File: config.mk
export PLATFORM = sky130hd
export DESIGN_NAME = duit_top
export DESIGN_NICKNAME = d
export VERILOG_FILES = /design/src/design/duit_pkg.sv /design/src/design/duit_top.sv
export SDC_FILE = /design/constraint.sdc
export NUM_CORES = 1
export LEC_CHECK = 0
export BUFFER_PORTS_ARGS = -buffer_cell sky130_fd_sc_hd__buf_2
export CELL_PAD_IN_SITES_DETAIL_PLACEMENT = 0
export CELL_PAD_IN_SITES_GLOBAL_PLACEMENT = 2
export CORE_MARGIN = 2
export CORE_UTILIZATION = 33
export CTS_BUF_LIST = sky130_fd_sc_hd__clkbuf_16
export CTS_CLUSTER_SIZE = 40
export DETAILED_ROUTE_END_ITERATION = 10
export HOLD_SLACK_MARGIN = 0.03
export PLACE_DENSITY_LB_ADDON = 0.1
export SLEW_MARGIN = 20
export SYNTH_ARGS = -nofsm -noshare
export SYNTH_HDL_FRONTEND = slang
export SYNTH_SLANG_ARGS = --single-unit
File: constraint.sdc
create_clock -name clk -period 7.7 [get_ports clk]
set_input_delay 1.155 -clock clk [delete_from_list [all_inputs] [get_ports clk]]
set_output_delay 1.155 -clock clk [all_outputs]
set_load 0.005 [all_outputs]
File: src/design/duit_pkg.sv
// Package with offsets, field positions and reset values of the DUART
// interrupt, timer and input block. Assumes an 8-bit AXI4-Lite byte address.
package duit_pkg;
  // Byte addresses of the registers.
  localparam logic [7:0] OFF_INPUT_CHANGE = 8'h00;
  localparam logic [7:0] OFF_AUX_CONTROL = 8'h04;
  localparam logic [7:0] OFF_INT_STATUS = 8'h08;
  localparam logic [7:0] OFF_INT_MASK = 8'h0c;
  localparam logic [7:0] OFF_PRELOAD_UPPER = 8'h10;
  localparam logic [7:0] OFF_PRELOAD_LOWER = 8'h14;
  localparam logic [7:0] OFF_COUNT_UPPER = 8'h18;
  localparam logic [7:0] OFF_COUNT_LOWER = 8'h1c;
  localparam logic [7:0] OFF_SCRATCHPAD = 8'h20;
  localparam logic [7:0] OFF_INPUT_LEVELS = 8'h24;
  localparam logic [7:0] OFF_START_READ = 8'h28;
  localparam logic [7:0] OFF_STOP_READ = 8'h2c;
  localparam logic [7:0] OFF_CHAN_A_CMD = 8'h30;
  localparam logic [7:0] OFF_CHAN_B_CMD = 8'h34;
  // Value of every host-writable byte register after reset.
  localparam logic [7:0] RST_BYTE = 8'h00;
  // Counter/timer output level after reset and when stopped.
  localparam logic CT_OUT_RST = 1'b1;
  // Auxiliary control field positions.
  localparam int ACR_MODE_LSB = 4;
  localparam int ACR_BAUD_BIT = 7;
  // Miscellaneous command that clears a break-change flag.
  localparam logic [3:0] MISC_CLR_BREAK = 4'h5;
  // Division ratio of the by-16 prescalers, as a 4-bit wrap counter.
  localparam logic [3:0] DIV16_LAST = 4'hf;
  // Interrupt status bit positions.
  localparam int ISR_TXA = 0;
  localparam int ISR_RXA = 1;
  localparam int ISR_BRKA = 2;
  localparam int ISR_CT = 3;
  localparam int ISR_TXB = 4;
  localparam int ISR_RXB = 5;
  localparam int ISR_BRKB = 6;
  localparam int ISR_INP = 7;
  // Counter/timer mode and clock source codes.
  localparam logic [2:0] CT_CNT_IP2 = 3'h0;
  localparam logic [2:0] CT_CNT_TXA = 3'h1;
  localparam logic [2:0] CT_CNT_TXB = 3'h2;
  localparam logic [2:0] CT_CNT_X16 = 3'h3;
  localparam logic [2:0] CT_TMR_IP2 = 3'h4;
  localparam logic [2:0] CT_TMR_I16 = 3'h5;
  localparam logic [2:0] CT_TMR_XTL = 3'h6;
  localparam logic [2:0] CT_TMR_X16 = 3'h7;
  // AXI response codes.
  localparam logic [1:0] RESP_OKAY = 2'h0;
  localparam logic [1:0] RESP_SLVERR = 2'h2;
endpackage

File: src/design/duit_top.sv
// Interrupt status and mask, auxiliary control, input change detection,
// 16-bit counter/timer, scratchpad and input level registers of a DUART.
// Assumes clk is the crystal clock, pins are asynchronous, and the channel
// logic delivers trigger-level results and break-change pulses on clk.
// Function
// - Change register low nibble shows pins 3-0
// - Upper nibble latches changes, cleared on read
// - Enable bits route pin changes to status 7
// - Bits 6-4 pick counter/timer mode and clock
// - Bit 7 selects baud set two
// - Interrupt low when status AND mask nonzero
// - Status read clears nothing, ignores mask
// - Reset clears flag bits 2,3,6,7
// - Bits 0,4 follow transmit trigger levels
// - Bits 1,5 follow receive trigger levels
// - Bits 2,6 set on break, cleared by 5
// - Bit 3 on terminal count or rise
// - Bit 7 set by change, cleared on read
// - Mask affects only the interrupt line
// - Preload is upper and lower byte
// - Count registers return current count in counter mode
// - Counter start reloads preload, fresh cycle
// - Timer count unreadable, stop clears flag only
// - Timer preload change after current half-period
// - Scratchpad stores and returns one byte
// - Input levels show pins 0-6, bit 7 zero
// - Start and stop registers act on read
`timescale 1ns/1ps
`default_nettype none
module duit_top
(
  input wire logic clk,
  input wire logic rstn,
  input wire logic [7:0] s_axi_awaddr,
  input wire logic s_axi_awvalid,
  output logic s_axi_awready,
  input wire logic [31:0] s_axi_wdata,
  input wire logic [3:0] s_axi_wstrb,
  input wire logic s_axi_wvalid,
  output logic s_axi_wready,
  output logic [1:0] s_axi_bresp,
  output logic s_axi_bvalid,
  input wire logic s_axi_bready,
  input wire logic [7:0] s_axi_araddr,
  input wire logic s_axi_arvalid,
  output logic s_axi_arready,
  output logic [31:0] s_axi_rdata,
  output logic [1:0] s_axi_rresp,
  output logic s_axi_rvalid,
  input wire logic s_axi_rready,
  input wire logic [6:0] input_pins,
  input wire logic chan_a_tx_1x_clock,
  input wire logic chan_b_tx_1x_clock,
  input wire logic [1:0] tx_trig_met,
  input wire logic [1:0] rx_trig_met,
  input wire logic [1:0] break_change,
  output logic irq_n,
  output logic ct_output,
  output logic baud_set_two
);
  import duit_pkg::*;

  // Synchroniser stages for pins and the transmit 1x clocks.
  logic [8:0] sync1_q;
  logic [8:0] sync2_q;
  logic [8:0] prev_q;
  logic [6:0] pin_lvl;
  logic [3:0] chg;
  logic ip2_rise, txa_rise, txb_rise;
  // Register storage.
  logic [7:0] acr_q, imr_q, pu_q, pl_q, gpr_q;
  logic [3:0] ipc_flag_q;
  logic isr7_q, isr3_q, brk_a_q, brk_b_q;
  logic [7:0] isr_w;
  logic irq_n_q;
  // Counter/timer state.
  logic [15:0] cnt_q;
  logic running_q, ct_out_q;
  logic [3:0] xdiv_q, idiv_q;
  logic x16_tick, i16_tick, tick, is_timer, reload, tc, tmr_rise;
  logic [2:0] mode;
  // Bus state.
  logic [7:0] awaddr_q;
  logic [31:0] wdata_q;
  logic [3:0] wstrb_q;
  logic aw_have_q, w_have_q, bvalid_q, rvalid_q;
  logic [1:0] bresp_q, rresp_q;
  logic [31:0] rdata_q;
  logic wr_fire, rd_fire, wr_en;
  logic rd_ipc, rd_start, rd_stop, clr_brk_a, clr_brk_b;
  logic [7:0] rd_byte;
  logic rd_hit, wr_hit;

  // Two flip-flops before any logic reads a pin; prev_q holds the last
  // synchronised level for change and edge detection.
  always_ff @(posedge clk or negedge rstn)
  begin
    if (!rstn)
    begin
      sync1_q <= 9'h000;
      sync2_q <= 9'h000;
      prev_q <= 9'h000;
    end
    else
    begin
      sync1_q <= {chan_b_tx_1x_clock, chan_a_tx_1x_clock, input_pins};
      sync2_q <= sync1_q;
      prev_q <= sync2_q;
    end
  end

  // Level, change and rising-edge terms of the synchronised pins.
  assign pin_lvl = sync2_q[6:0];
  assign chg = sync2_q[3:0] ^ prev_q[3:0];
  assign ip2_rise = sync2_q[2] & ~prev_q[2];
  assign txa_rise = sync2_q[7] & ~prev_q[7];
  assign txb_rise = sync2_q[8] & ~prev_q[8];

  // Write channel: address and data are taken in either order.
  assign s_axi_awready = !aw_have_q && !bvalid_q;
  assign s_axi_wready = !w_have_q && !bvalid_q;
  assign s_axi_bvalid = bvalid_q;
  assign s_axi_bresp = bresp_q;
  assign wr_fire = aw_have_q && w_have_q && !bvalid_q;
  assign wr_en = wr_fire && wstrb_q[0];

  // Capture address and data, then answer once both are held.
  always_ff @(posedge clk or negedge rstn)
  begin
    if (!rstn)
    begin
      aw_have_q <= 1'b0;
      w_have_q <= 1'b0;
      bvalid_q <= 1'b0;
      bresp_q <= RESP_OKAY;
      awaddr_q <= 8'h00;
      wdata_q <= 32'h0000_0000;
      wstrb_q <= 4'h0;
    end
    else
    begin
      if (s_axi_awvalid && s_axi_awready)
      begin
        aw_have_q <= 1'b1;
        awaddr_q <= s_axi_awaddr;
      end
      if (s_axi_wvalid && s_axi_wready)
      begin
        w_have_q <= 1'b1;
        wdata_q <= s_axi_wdata;
        wstrb_q <= s_axi_wstrb;
      end
      if (wr_fire)
      begin
        // Both parts are consumed; the response follows.
        aw_have_q <= 1'b0;
        w_have_q <= 1'b0;
        bvalid_q <= 1'b1;
        bresp_q <= wr_hit ? RESP_OKAY : RESP_SLVERR;
      end
      else if (bvalid_q && s_axi_bready)
      begin
        bvalid_q <= 1'b0;
      end
    end
  end

  // Write address decode; read-only offsets accept and ignore writes.
  always_comb
  begin
    case (awaddr_q)
      OFF_INPUT_CHANGE, OFF_AUX_CONTROL, OFF_INT_STATUS, OFF_INT_MASK,
      OFF_PRELOAD_UPPER, OFF_PRELOAD_LOWER, OFF_COUNT_UPPER,
      OFF_COUNT_LOWER, OFF_SCRATCHPAD, OFF_INPUT_LEVELS, OFF_START_READ,
      OFF_STOP_READ, OFF_CHAN_A_CMD, OFF_CHAN_B_CMD: wr_hit = 1'b1;
      default: wr_hit = 1'b0;
    endcase
  end

  // Break-change clear commands on the channel command offsets.
  assign clr_brk_a = wr_en && awaddr_q == OFF_CHAN_A_CMD &&
                     wdata_q[7:4] == MISC_CLR_BREAK;
  assign clr_brk_b = wr_en && awaddr_q == OFF_CHAN_B_CMD &&
                     wdata_q[7:4] == MISC_CLR_BREAK;

  // Host-writable control registers.
  always_ff @(posedge clk or negedge rstn)
  begin
    if (!rstn)
    begin
      acr_q <= RST_BYTE;
      imr_q <= RST_BYTE;
      pu_q <= RST_BYTE;
      pl_q <= RST_BYTE;
      gpr_q <= RST_BYTE;
    end
    else if (wr_en)
    begin
      case (awaddr_q)
        OFF_AUX_CONTROL: acr_q <= wdata_q[7:0];
        OFF_INT_MASK: imr_q <= wdata_q[7:0];
        OFF_PRELOAD_UPPER: pu_q <= wdata_q[7:0];
        OFF_PRELOAD_LOWER: pl_q <= wdata_q[7:0];
        OFF_SCRATCHPAD: gpr_q <= wdata_q[7:0];
        default: ;
      endcase
    end
  end

  // Baud table select goes straight to the channel logic.
  assign baud_set_two = acr_q[ACR_BAUD_BIT];

  // Read channel: one read at a time, data registered with the answer.
  assign s_axi_arready = !rvalid_q;
  assign s_axi_rvalid = rvalid_q;
  assign s_axi_rdata = rdata_q;
  assign s_axi_rresp = rresp_q;
  assign rd_fire = s_axi_arvalid && s_axi_arready;
  assign rd_ipc = rd_fire && s_axi_araddr == OFF_INPUT_CHANGE;
  assign rd_start = rd_fire && s_axi_araddr == OFF_START_READ;
  assign rd_stop = rd_fire && s_axi_araddr == OFF_STOP_READ;

  // Read multiplexer; the timer hides its count, strobe reads return zero.
  always_comb
  begin
    rd_hit = 1'b1;
    case (s_axi_araddr)
      OFF_INPUT_CHANGE: rd_byte = {ipc_flag_q, pin_lvl[3:0]};
      OFF_AUX_CONTROL: rd_byte = acr_q;
      OFF_INT_STATUS: rd_byte = isr_w;
      OFF_INT_MASK: rd_byte = imr_q;
      OFF_PRELOAD_UPPER: rd_byte = pu_q;
      OFF_PRELOAD_LOWER: rd_byte = pl_q;
      OFF_COUNT_UPPER: rd_byte = is_timer ? 8'h00 : cnt_q[15:8];
      OFF_COUNT_LOWER: rd_byte = is_timer ? 8'h00 : cnt_q[7:0];
      OFF_SCRATCHPAD: rd_byte = gpr_q;
      OFF_INPUT_LEVELS: rd_byte = {1'b0, pin_lvl};
      OFF_START_READ, OFF_STOP_READ, OFF_CHAN_A_CMD, OFF_CHAN_B_CMD:
        rd_byte = 8'h00;
      default:
      begin
        rd_byte = 8'h00;
        rd_hit = 1'b0;
      end
    endcase
  end

  // Hold the read answer until the master takes it.
  always_ff @(posedge clk or negedge rstn)
  begin
    if (!rstn)
    begin
      rvalid_q <= 1'b0;
      rdata_q <= 32'h0000_0000;
      rresp_q <= RESP_OKAY;
    end
    else if (rd_fire)
    begin
      rvalid_q <= 1'b1;
      rdata_q <= {24'h000000, rd_byte};
      rresp_q <= rd_hit ? RESP_OKAY : RESP_SLVERR;
    end
    else if (rvalid_q && s_axi_rready)
    begin
      rvalid_q <= 1'b0;
    end
  end

  // Change flags latch each change on pins 3-0; a read clears them, but a change
  // in the read cycle wins and stays visible for the next read.
  always_ff @(posedge clk or negedge rstn)
  begin
    if (!rstn)
    begin
      ipc_flag_q <= 4'h0;
      isr7_q <= 1'b0;
    end
    else
    begin
      ipc_flag_q <= (rd_ipc ? 4'h0 : ipc_flag_q) | chg;
      // Only enabled pins raise the input change interrupt source.
      isr7_q <= (rd_ipc ? 1'b0 : isr7_q) | (|(chg & acr_q[3:0]));
    end
  end

  // Break-change flags; a new break edge beats a clear command.
  always_ff @(posedge clk or negedge rstn)
  begin
    if (!rstn)
    begin
      brk_a_q <= 1'b0;
      brk_b_q <= 1'b0;
    end
    else
    begin
      brk_a_q <= (clr_brk_a ? 1'b0 : brk_a_q) | break_change[0];
      brk_b_q <= (clr_brk_b ? 1'b0 : brk_b_q) | break_change[1];
    end
  end

  // Status word: FIFO levels pass through, events come from flags.
  always_comb
  begin
    isr_w = 8'h00;
    isr_w[ISR_TXA] = tx_trig_met[0];
    isr_w[ISR_RXA] = rx_trig_met[0];
    isr_w[ISR_BRKA] = brk_a_q;
    isr_w[ISR_CT] = isr3_q;
    isr_w[ISR_TXB] = tx_trig_met[1];
    isr_w[ISR_RXB] = rx_trig_met[1];
    isr_w[ISR_BRKB] = brk_b_q;
    isr_w[ISR_INP] = isr7_q;
  end

  // Interrupt line; the mask touches nothing but this output.
  always_ff @(posedge clk or negedge rstn)
  begin
    if (!rstn)
    begin
      irq_n_q <= 1'b1;
    end
    else
    begin
      irq_n_q <= ~|(isr_w & imr_q);
    end
  end
  assign irq_n = irq_n_q;

  // By-16 prescalers for the crystal clock and for pin 2 edges.
  always_ff @(posedge clk or negedge rstn)
  begin
    if (!rstn)
    begin
      xdiv_q <= 4'h0;
      idiv_q <= 4'h0;
    end
    else
    begin
      xdiv_q <= xdiv_q + 4'h1;
      if (ip2_rise)
      begin
        idiv_q <= idiv_q + 4'h1;
      end
    end
  end
  assign x16_tick = xdiv_q == DIV16_LAST;
  assign i16_tick = ip2_rise && idiv_q == DIV16_LAST;

  // Clock source select for the counter/timer.
  assign mode = acr_q[ACR_MODE_LSB +: 3];
  assign is_timer = mode[2];
  always_comb
  begin
    case (mode)
      CT_CNT_IP2: tick = ip2_rise;
      CT_CNT_TXA: tick = txa_rise;
      CT_CNT_TXB: tick = txb_rise;
      CT_CNT_X16: tick = x16_tick;
      CT_TMR_IP2: tick = ip2_rise;
      CT_TMR_I16: tick = i16_tick;
      CT_TMR_XTL: tick = 1'b1;
      CT_TMR_X16: tick = x16_tick;
      default: tick = 1'b0;
    endcase
  end

  // Timer half-period ends at count one or zero; counter terminal count at count one.
  assign reload = running_q && tick && is_timer && cnt_q <= 16'h0001;
  assign tc = running_q && tick && !is_timer && cnt_q == 16'h0001;
  assign tmr_rise = reload && !ct_out_q;

  // Run state: a start read runs both modes, a stop halts only the counter.
  always_ff @(posedge clk or negedge rstn)
  begin
    if (!rstn)
    begin
      running_q <= 1'b0;
    end
    else if (rd_start)
    begin
      running_q <= 1'b1;
    end
    else if (rd_stop && !is_timer)
    begin
      running_q <= 1'b0;
    end
  end

  // Down counter; the preload is only sampled at a start or a reload,
  // so a new preload waits for a restart or the next half-period.
  always_ff @(posedge clk or negedge rstn)
  begin
    if (!rstn)
    begin
      cnt_q <= 16'h0000;
    end
    else if (rd_start)
    begin
      cnt_q <= {pu_q, pl_q};
    end
    else if (reload)
    begin
      cnt_q <= {pu_q, pl_q};
    end
    else if (running_q && tick)
    begin
      cnt_q <= cnt_q - 16'h0001;
    end
  end

  // Output: square wave in timer mode, low after terminal count in
  // counter mode until a stop.
  always_ff @(posedge clk or negedge rstn)
  begin
    if (!rstn)
    begin
      ct_out_q <= CT_OUT_RST;
    end
    else if (reload)
    begin
      ct_out_q <= ~ct_out_q;
    end
    else if (tc)
    begin
      ct_out_q <= 1'b0;
    end
    else if (rd_stop && !is_timer)
    begin
      ct_out_q <= CT_OUT_RST;
    end
  end
  assign ct_output = ct_out_q;

  // Ready flag; a set in the stop cycle wins over the clear.
  always_ff @(posedge clk or negedge rstn)
  begin
    if (!rstn)
    begin
      isr3_q <= 1'b0;
    end
    else
    begin
      isr3_q <= (rd_stop ? 1'b0 : isr3_q) | tc | tmr_rise;
    end
  end

  // Checks on the logic above.
  chk_irq_level: assert property (@(posedge clk) disable iff (!rstn)
    ##1 irq_n == ~|($past(isr_w) & $past(imr_q)))
    else $error("interrupt line disagrees with status and mask");
  chk_ipc_clear: assert property (@(posedge clk) disable iff (!rstn)
    rd_ipc && chg == 4'h0 |=> ipc_flag_q == 4'h0)
    else $error("change flags not cleared by read");
  chk_inp_set: assert property (@(posedge clk) disable iff (!rstn)
    |(chg & acr_q[3:0]) |=> isr7_q ##1 isr7_q || $past(rd_ipc))
    else $error("enabled change did not set status 7");
  chk_inp_masked: assert property (@(posedge clk) disable iff (!rstn)
    !isr7_q && (chg & acr_q[3:0]) == 4'h0 |=> !isr7_q)
    else $error("disabled change set status 7");
  chk_isr_read: assert property (@(posedge clk) disable iff (!rstn)
    rd_fire && s_axi_araddr == OFF_INT_STATUS && !rd_stop |=>
    isr3_q == $past(isr3_q) || $past(tc || tmr_rise))
    else $error("status read altered a source");
  chk_brk_clear: assert property (@(posedge clk) disable iff (!rstn)
    clr_brk_a && !break_change[0] |=> !brk_a_q)
    else $error("break flag not cleared by command");
  chk_timer_stop: assert property (@(posedge clk) disable iff (!rstn)
    is_timer && running_q && rd_stop && !rd_start && !tmr_rise |=> running_q && !isr3_q)
    else $error("stop halted the timer or kept its flag");
  chk_start_load: assert property (@(posedge clk) disable iff (!rstn)
    rd_start |=> cnt_q == $past({pu_q, pl_q}))
    else $error("start did not load the preload");
  chk_tc_flag: assert property (@(posedge clk) disable iff (!rstn)
    tc |=> isr3_q && !ct_out_q)
    else $error("terminal count missed");
  chk_levels_rd: assert property (@(posedge clk) disable iff (!rstn)
    rd_fire && s_axi_araddr == OFF_INPUT_LEVELS |=>
    s_axi_rvalid && s_axi_rdata[31:7] == 25'h0000000)
    else $error("input level read has upper bits set");
  chk_scratch_wr: assert property (@(posedge clk) disable iff (!rstn)
    wr_en && awaddr_q == OFF_SCRATCHPAD |=> gpr_q == $past(wdata_q[7:0]))
    else $error("scratchpad write lost");
  cov_irq: cover property (@(posedge clk) disable iff (!rstn) $fell(irq_n));
  cov_tmr: cover property (@(posedge clk) disable iff (!rstn) tmr_rise);
  cov_tc: cover property (@(posedge clk) disable iff (!rstn) tc);
  cov_chg: cover property (@(posedge clk) disable iff (!rstn) rd_ipc && isr7_q);
endmodule
`default_nettype wire

# Word-level counts from Yosys, hierarchy flattened
# Memories as Yosys holds them, arrays and structs flattened.
# Index checks and enable logic that the tools add are counted.
# totals
regBits,135
rom_bits,64
out_inout_bits,44
memories,1
# memory_table
name,words,word_bits,read_ports,rd_ports_with_merged_regs,wr,line_no,source
(name not given),64,1,1,0,0,duit_top.sv:171,case (awaddr_q)
# classes
add_sub_neg,3
n_lt_le_gt_ge,1
eq_ne,31
muxes,29
n_bitwise,16
n_reduce_logical,52
# ops
cell,count
8-bit case mux with 10 select lines,1
"8-bit by 6-bit == test with 1-bit output, second input constant",9
"8-bit by 5-bit == test with 1-bit output, second input constant",6
16-bit two-way mux,3
1-bit logical AND,25
"8-bit by 4-bit == test with 1-bit output, second input constant",3
1-bit two-way mux,19
"16-bit by 1-bit == test with 1-bit output, second input constant",1
"8-bit by 3-bit == test with 1-bit output, second input constant",2
"16-bit by 1-bit <= comparator with 1-bit output, second input constant",1
8-bit two-way mux,2
"16-bit by 1-bit subtractor with 16-bit output, second input constant",1
14-bit OR reduction,1
"3-bit == test, second input constant",4
2-bit AND reduction,5
2-bit nonzero test,5
"4-bit by 1-bit adder with 4-bit output, second input constant",2
8-bit AND,1
"4-bit == test, second input constant",2
8-bit zero test,1
8-bit OR reduction,1
1-bit zero test,7
"3-bit by 2-bit == test with 1-bit output, second input constant",2
1-bit case mux with 6 select lines,1
other kinds (15),27

# Logic depth before layout (Yosys ltp)
# depth
ltp_word,9
mapped_depth,11
ltp_nobuf,8

# Least setup slack after synthesis
# No wires, ideal clock.
# synth_path
path_kind,in2reg
startpoint,input port s_axi_araddr[4]
endpoint,register cnt_q[11]
setup_time_ns,0.126
t_arrival_ns,3.067
required_time_ns,7.574
slack_ns,4.507
cell_stages,6
path_buffers,2
path_cell_list,clkbuf_1 -> or4b_1 -> nor4_2 -> clkbuf_1 -> nor4_1 -> a221o_1
# synth_between
elab_chain_len,3
# synth_lines
element,line_no,source
from (decl),duit_top.sv:44,"input wire logic [7:0] s_axi_araddr,"
8-bit by 6-bit == test with 1-bit output *,duit_top.sv:220,assign rd_start = rd_fire && s_axi_araddr == OFF_START_READ;
1-bit logical AND *,duit_top.sv:220,
3-bit nonzero test (no line) or 16-bit two-way mux (tied branches),-,
to (signal assigned),duit_top.sv:399,"cnt_q <= {pu_q, pl_q};"
to (signal assigned),duit_top.sv:403,"cnt_q <= {pu_q, pl_q};"
to (signal assigned),duit_top.sv:407,cnt_q <= cnt_q - 16'h0001;
to (decl),duit_top.sv:77,logic [15:0] cnt_q;
# Every way passes the cells marked *; elsewhere a longest branch is shown, timed or not.
# A chain may end at the register's enable or synchronous reset.

# Worst setup path after layout
# layout_path
startpoint,input port s_axi_araddr[3]
endpoint,register cnt_q[9]
# Same word-level chain as after synthesis.

==> reports/results.tsv <==
stage	metric	value	unit
synthesis	top cells by instance count after synthesis	dfrtp_1, mux2_2, nand2_1, nor2_1, buf_4	
timing	Slew headroom	0.313	
floorplan	die height	142	um
synthesis	Synth area leader	dfrtp_1	
floorplan	Core Area	18600	um2
grt	vias in the first global route	4828	
critical_path	Setup crit start	s_axi_araddr[3]	
timing	max-slew violation count	0	
critical_path	Reg2Reg Depth	6	
place	dpl ws	3450	ps
grt	initial antenna violation count	0	
critical_path	Worst EP required	8050	ps
timing	final worst slack	3800	ps
clocking	clk sinks	130	
layout	Net count, final	699	
timing	clock skew	7.76	ps
synthesis	Mapped Cells	555	
flow_run	Max Cap Viol	0	
grt	GRT Util Overall	0.190	
synthesis	YS warnings	0	
clocking	setup bufs post-CTS	0	
route	routed via count	4755	
synthesis	Seq/Total Area, Yosys	0.520	
place	dpl hpwl	13100	um
critical_path	worst-path maximum fanout	18	
place	GP Congestion	0.788	
clocking	CTS resizes	0	
clocking	worst skew pair latency	420	ps
grt	total congestion overflow	0	
critical_path	FF-to-FF Start	cnt_q[8]	
synthesis	most common flop cell mapped by yosys	dfrtp_1	
route	wire per inst	21.2	um
synthesis	ys async rst share	1.00	
synthesis	Post-synth EDFFs	0	
min_path	HP Start	sync1_q[6]	
critical_path	WS Path Type	primary input to flip-flop	
floorplan	Die Area	20100	um2
route	post-DR vias/cell	5.48	
timing	Final Hold Viols	0	
route	WL final	18400	um
clocking	CTS Buf Count	17	
timing	Tmin final	3900	ps
grt	largest net degree at the start of global routing	85	
route	remaining antenna violation count	0	
clocking	CTS tree	done	
floorplan	io pins	118	
layout	diode count	0	
min_path	worst min path class	flip-flop to flip-flop	
synthesis	Avg Synthesized Cell Area	11.3	um2
place	IO Port Bufs	64	
clocking	clock root cell	clkbuf_16	
route	DR pass1 iterations	5	
synthesis	top-area cell type share of the netlist area	0.511	
critical_path	crit path capture type	flip-flop	
route	Iter 0 DRT Violations	388	
min_path	hold depth	0	
power	Peak VDD IR	0.000150	V
timing	Least-Margin Pin Slew	1030	ps
critical_path	WP data arrival	4260	ps
synthesis	most common cell in the netlist	dfrtp_1	
floorplan	Initial Utilization	0.336	
floorplan	Die X	142	um
clocking	CTS Buffer Depth	2	
synthesis	post-synth cell types	58	
synthesis	top cells by area, synth	dfrtp_1, mux2_2, buf_4, nand2_1, nand3_1	
synthesis	Post-Syn Area	6270	um2
timing	sum of negative setup slack	0	ps
power	Lkg Pwr	3.17	nW
clocking	CTS clk-pin slew, worst paths	60	ps
timing	Final period util	0.507	
timing	Final Setup Violations	0	
power	PD cells	280	nW/um2
clocking	Post-CTS Hold Buffers	0	
floorplan	cell row count	50	
route	DRC viols	0	
layout	synth-to-layout area growth	16.5	%
timing	RSZ-0062 raised after global routing	no	
grt	first-pass GRT wire length	28700	um
critical_path	CP Launch Type	primary input	
synthesis	register bit total from synthesis	130	
timing	f_max	0.256	GHz
clocking	H-tree levels	4	
status	outcome	finished, final reports clean	
layout	share of cells above drive strength 1	0.278	
-- per-layer routing --
metal / global-route usage / vias up / share of wire
li1: - / 2167 / -
met1: 0.268 / 2417 / 0.47
met2: 0.293 / 156 / 0.46
met3: 0.0469 / 15 / 0.054
met4: 0.0521 / 0 / 0.015
met5: 0 / - / 0
-- worst max-delay path, stage by stage --
cell and delay [ps]:
buf_2 280, or3b_2 570, nor2_1 810, nand2_1 710, nand2_1 510, a221o_1 220
-- cell type report --
| class | count | area, um2 |
|---|---|---|
| multi-input combinational | 393 | 2780 |
| sequential | 130 | 3260 |
| timing repair buffer | 70 | 372 |
| tap | 234 | 293 |
| inverter | 8 | 30.0 |
| fill | 1874 | 11300 |
| clock buffer | 17 | 425 |
| clock inverter | 15 | 145 |
-- power breakdown --
group | switching (mW) | internal, mW
logic | 0.150 | 0.154
clock network | 0.333 | 0.453
registers | 0.153 | 0.797
total | 0.637 | 1.40
-- final timing paths --
path / end / slack, ps
max in group asynchronous: imr_q[1] / 5790
worst max-delay path: cnt_q[9] / 3800
min in group asynchronous: cnt_q[2] / 790
worst min-delay path: sync2_q[6] / 350
worst min register to register: sync2_q[6] / 350
worst max register to register: cnt_q[12] / 4630
-- per-stage QoR --
stage	total power, mW	cells	utilization	area [um2]	hold WS [ps]
after floorplan	1.12	580	-	6360	331
after global placement	1.26	835	0.361	6730	333
after detailed placement	1.27	835	0.361	6730	336
after CTS	2.07	867	0.391	7300	348
after global routing	2.15	867	0.391	7300	359
final	2.04	867	0.391	7300	345
-- cell usage in the layout, fill, tap and decap left out, drive strengths merged, types with 15 or more instances in the layout --
cell and n:
a22oi 15, nor4 15, nor2 30, nand2 38, clkbuf 17, a21oi 20
o21ai 19, dfrtp 128, nand3 24, mux2 62, inv 18, buf 70
conb 26
-- registers in the layout, indices dropped and copies added (netlist names), 4 cells and up --
signal       flops
sync1_q          9
xdiv_q           4
prev_q           6
pl_q             8
gpr_q            8
awaddr_q         8
cnt_q           16
wdata_q          8
idiv_q           4
ipc_flag_q       4
acr_q            8
sync2_q          9
s_axi_rdata      8
pu_q             8
imr_q            8
-- cell families after synthesis --
| family | after synthesis | share of synthesized area |
|---|---|---|
| AOI/OAI and AO/OA | 121 | 0.141 |
| xor gates and xnor gates | 8 | 0.0112 |
| adders and majority gates | 5 | 0.00998 |
| buffers and inverters | 57 | 0.0541 |
| DFF | 130 | 0.520 |
| muxes | 68 | 0.121 |
| other | 1 | 0.000598 |
| and+or+nand+nor | 165 | 0.142 |
Note: power is estimated with default switching activity, not from simulation.
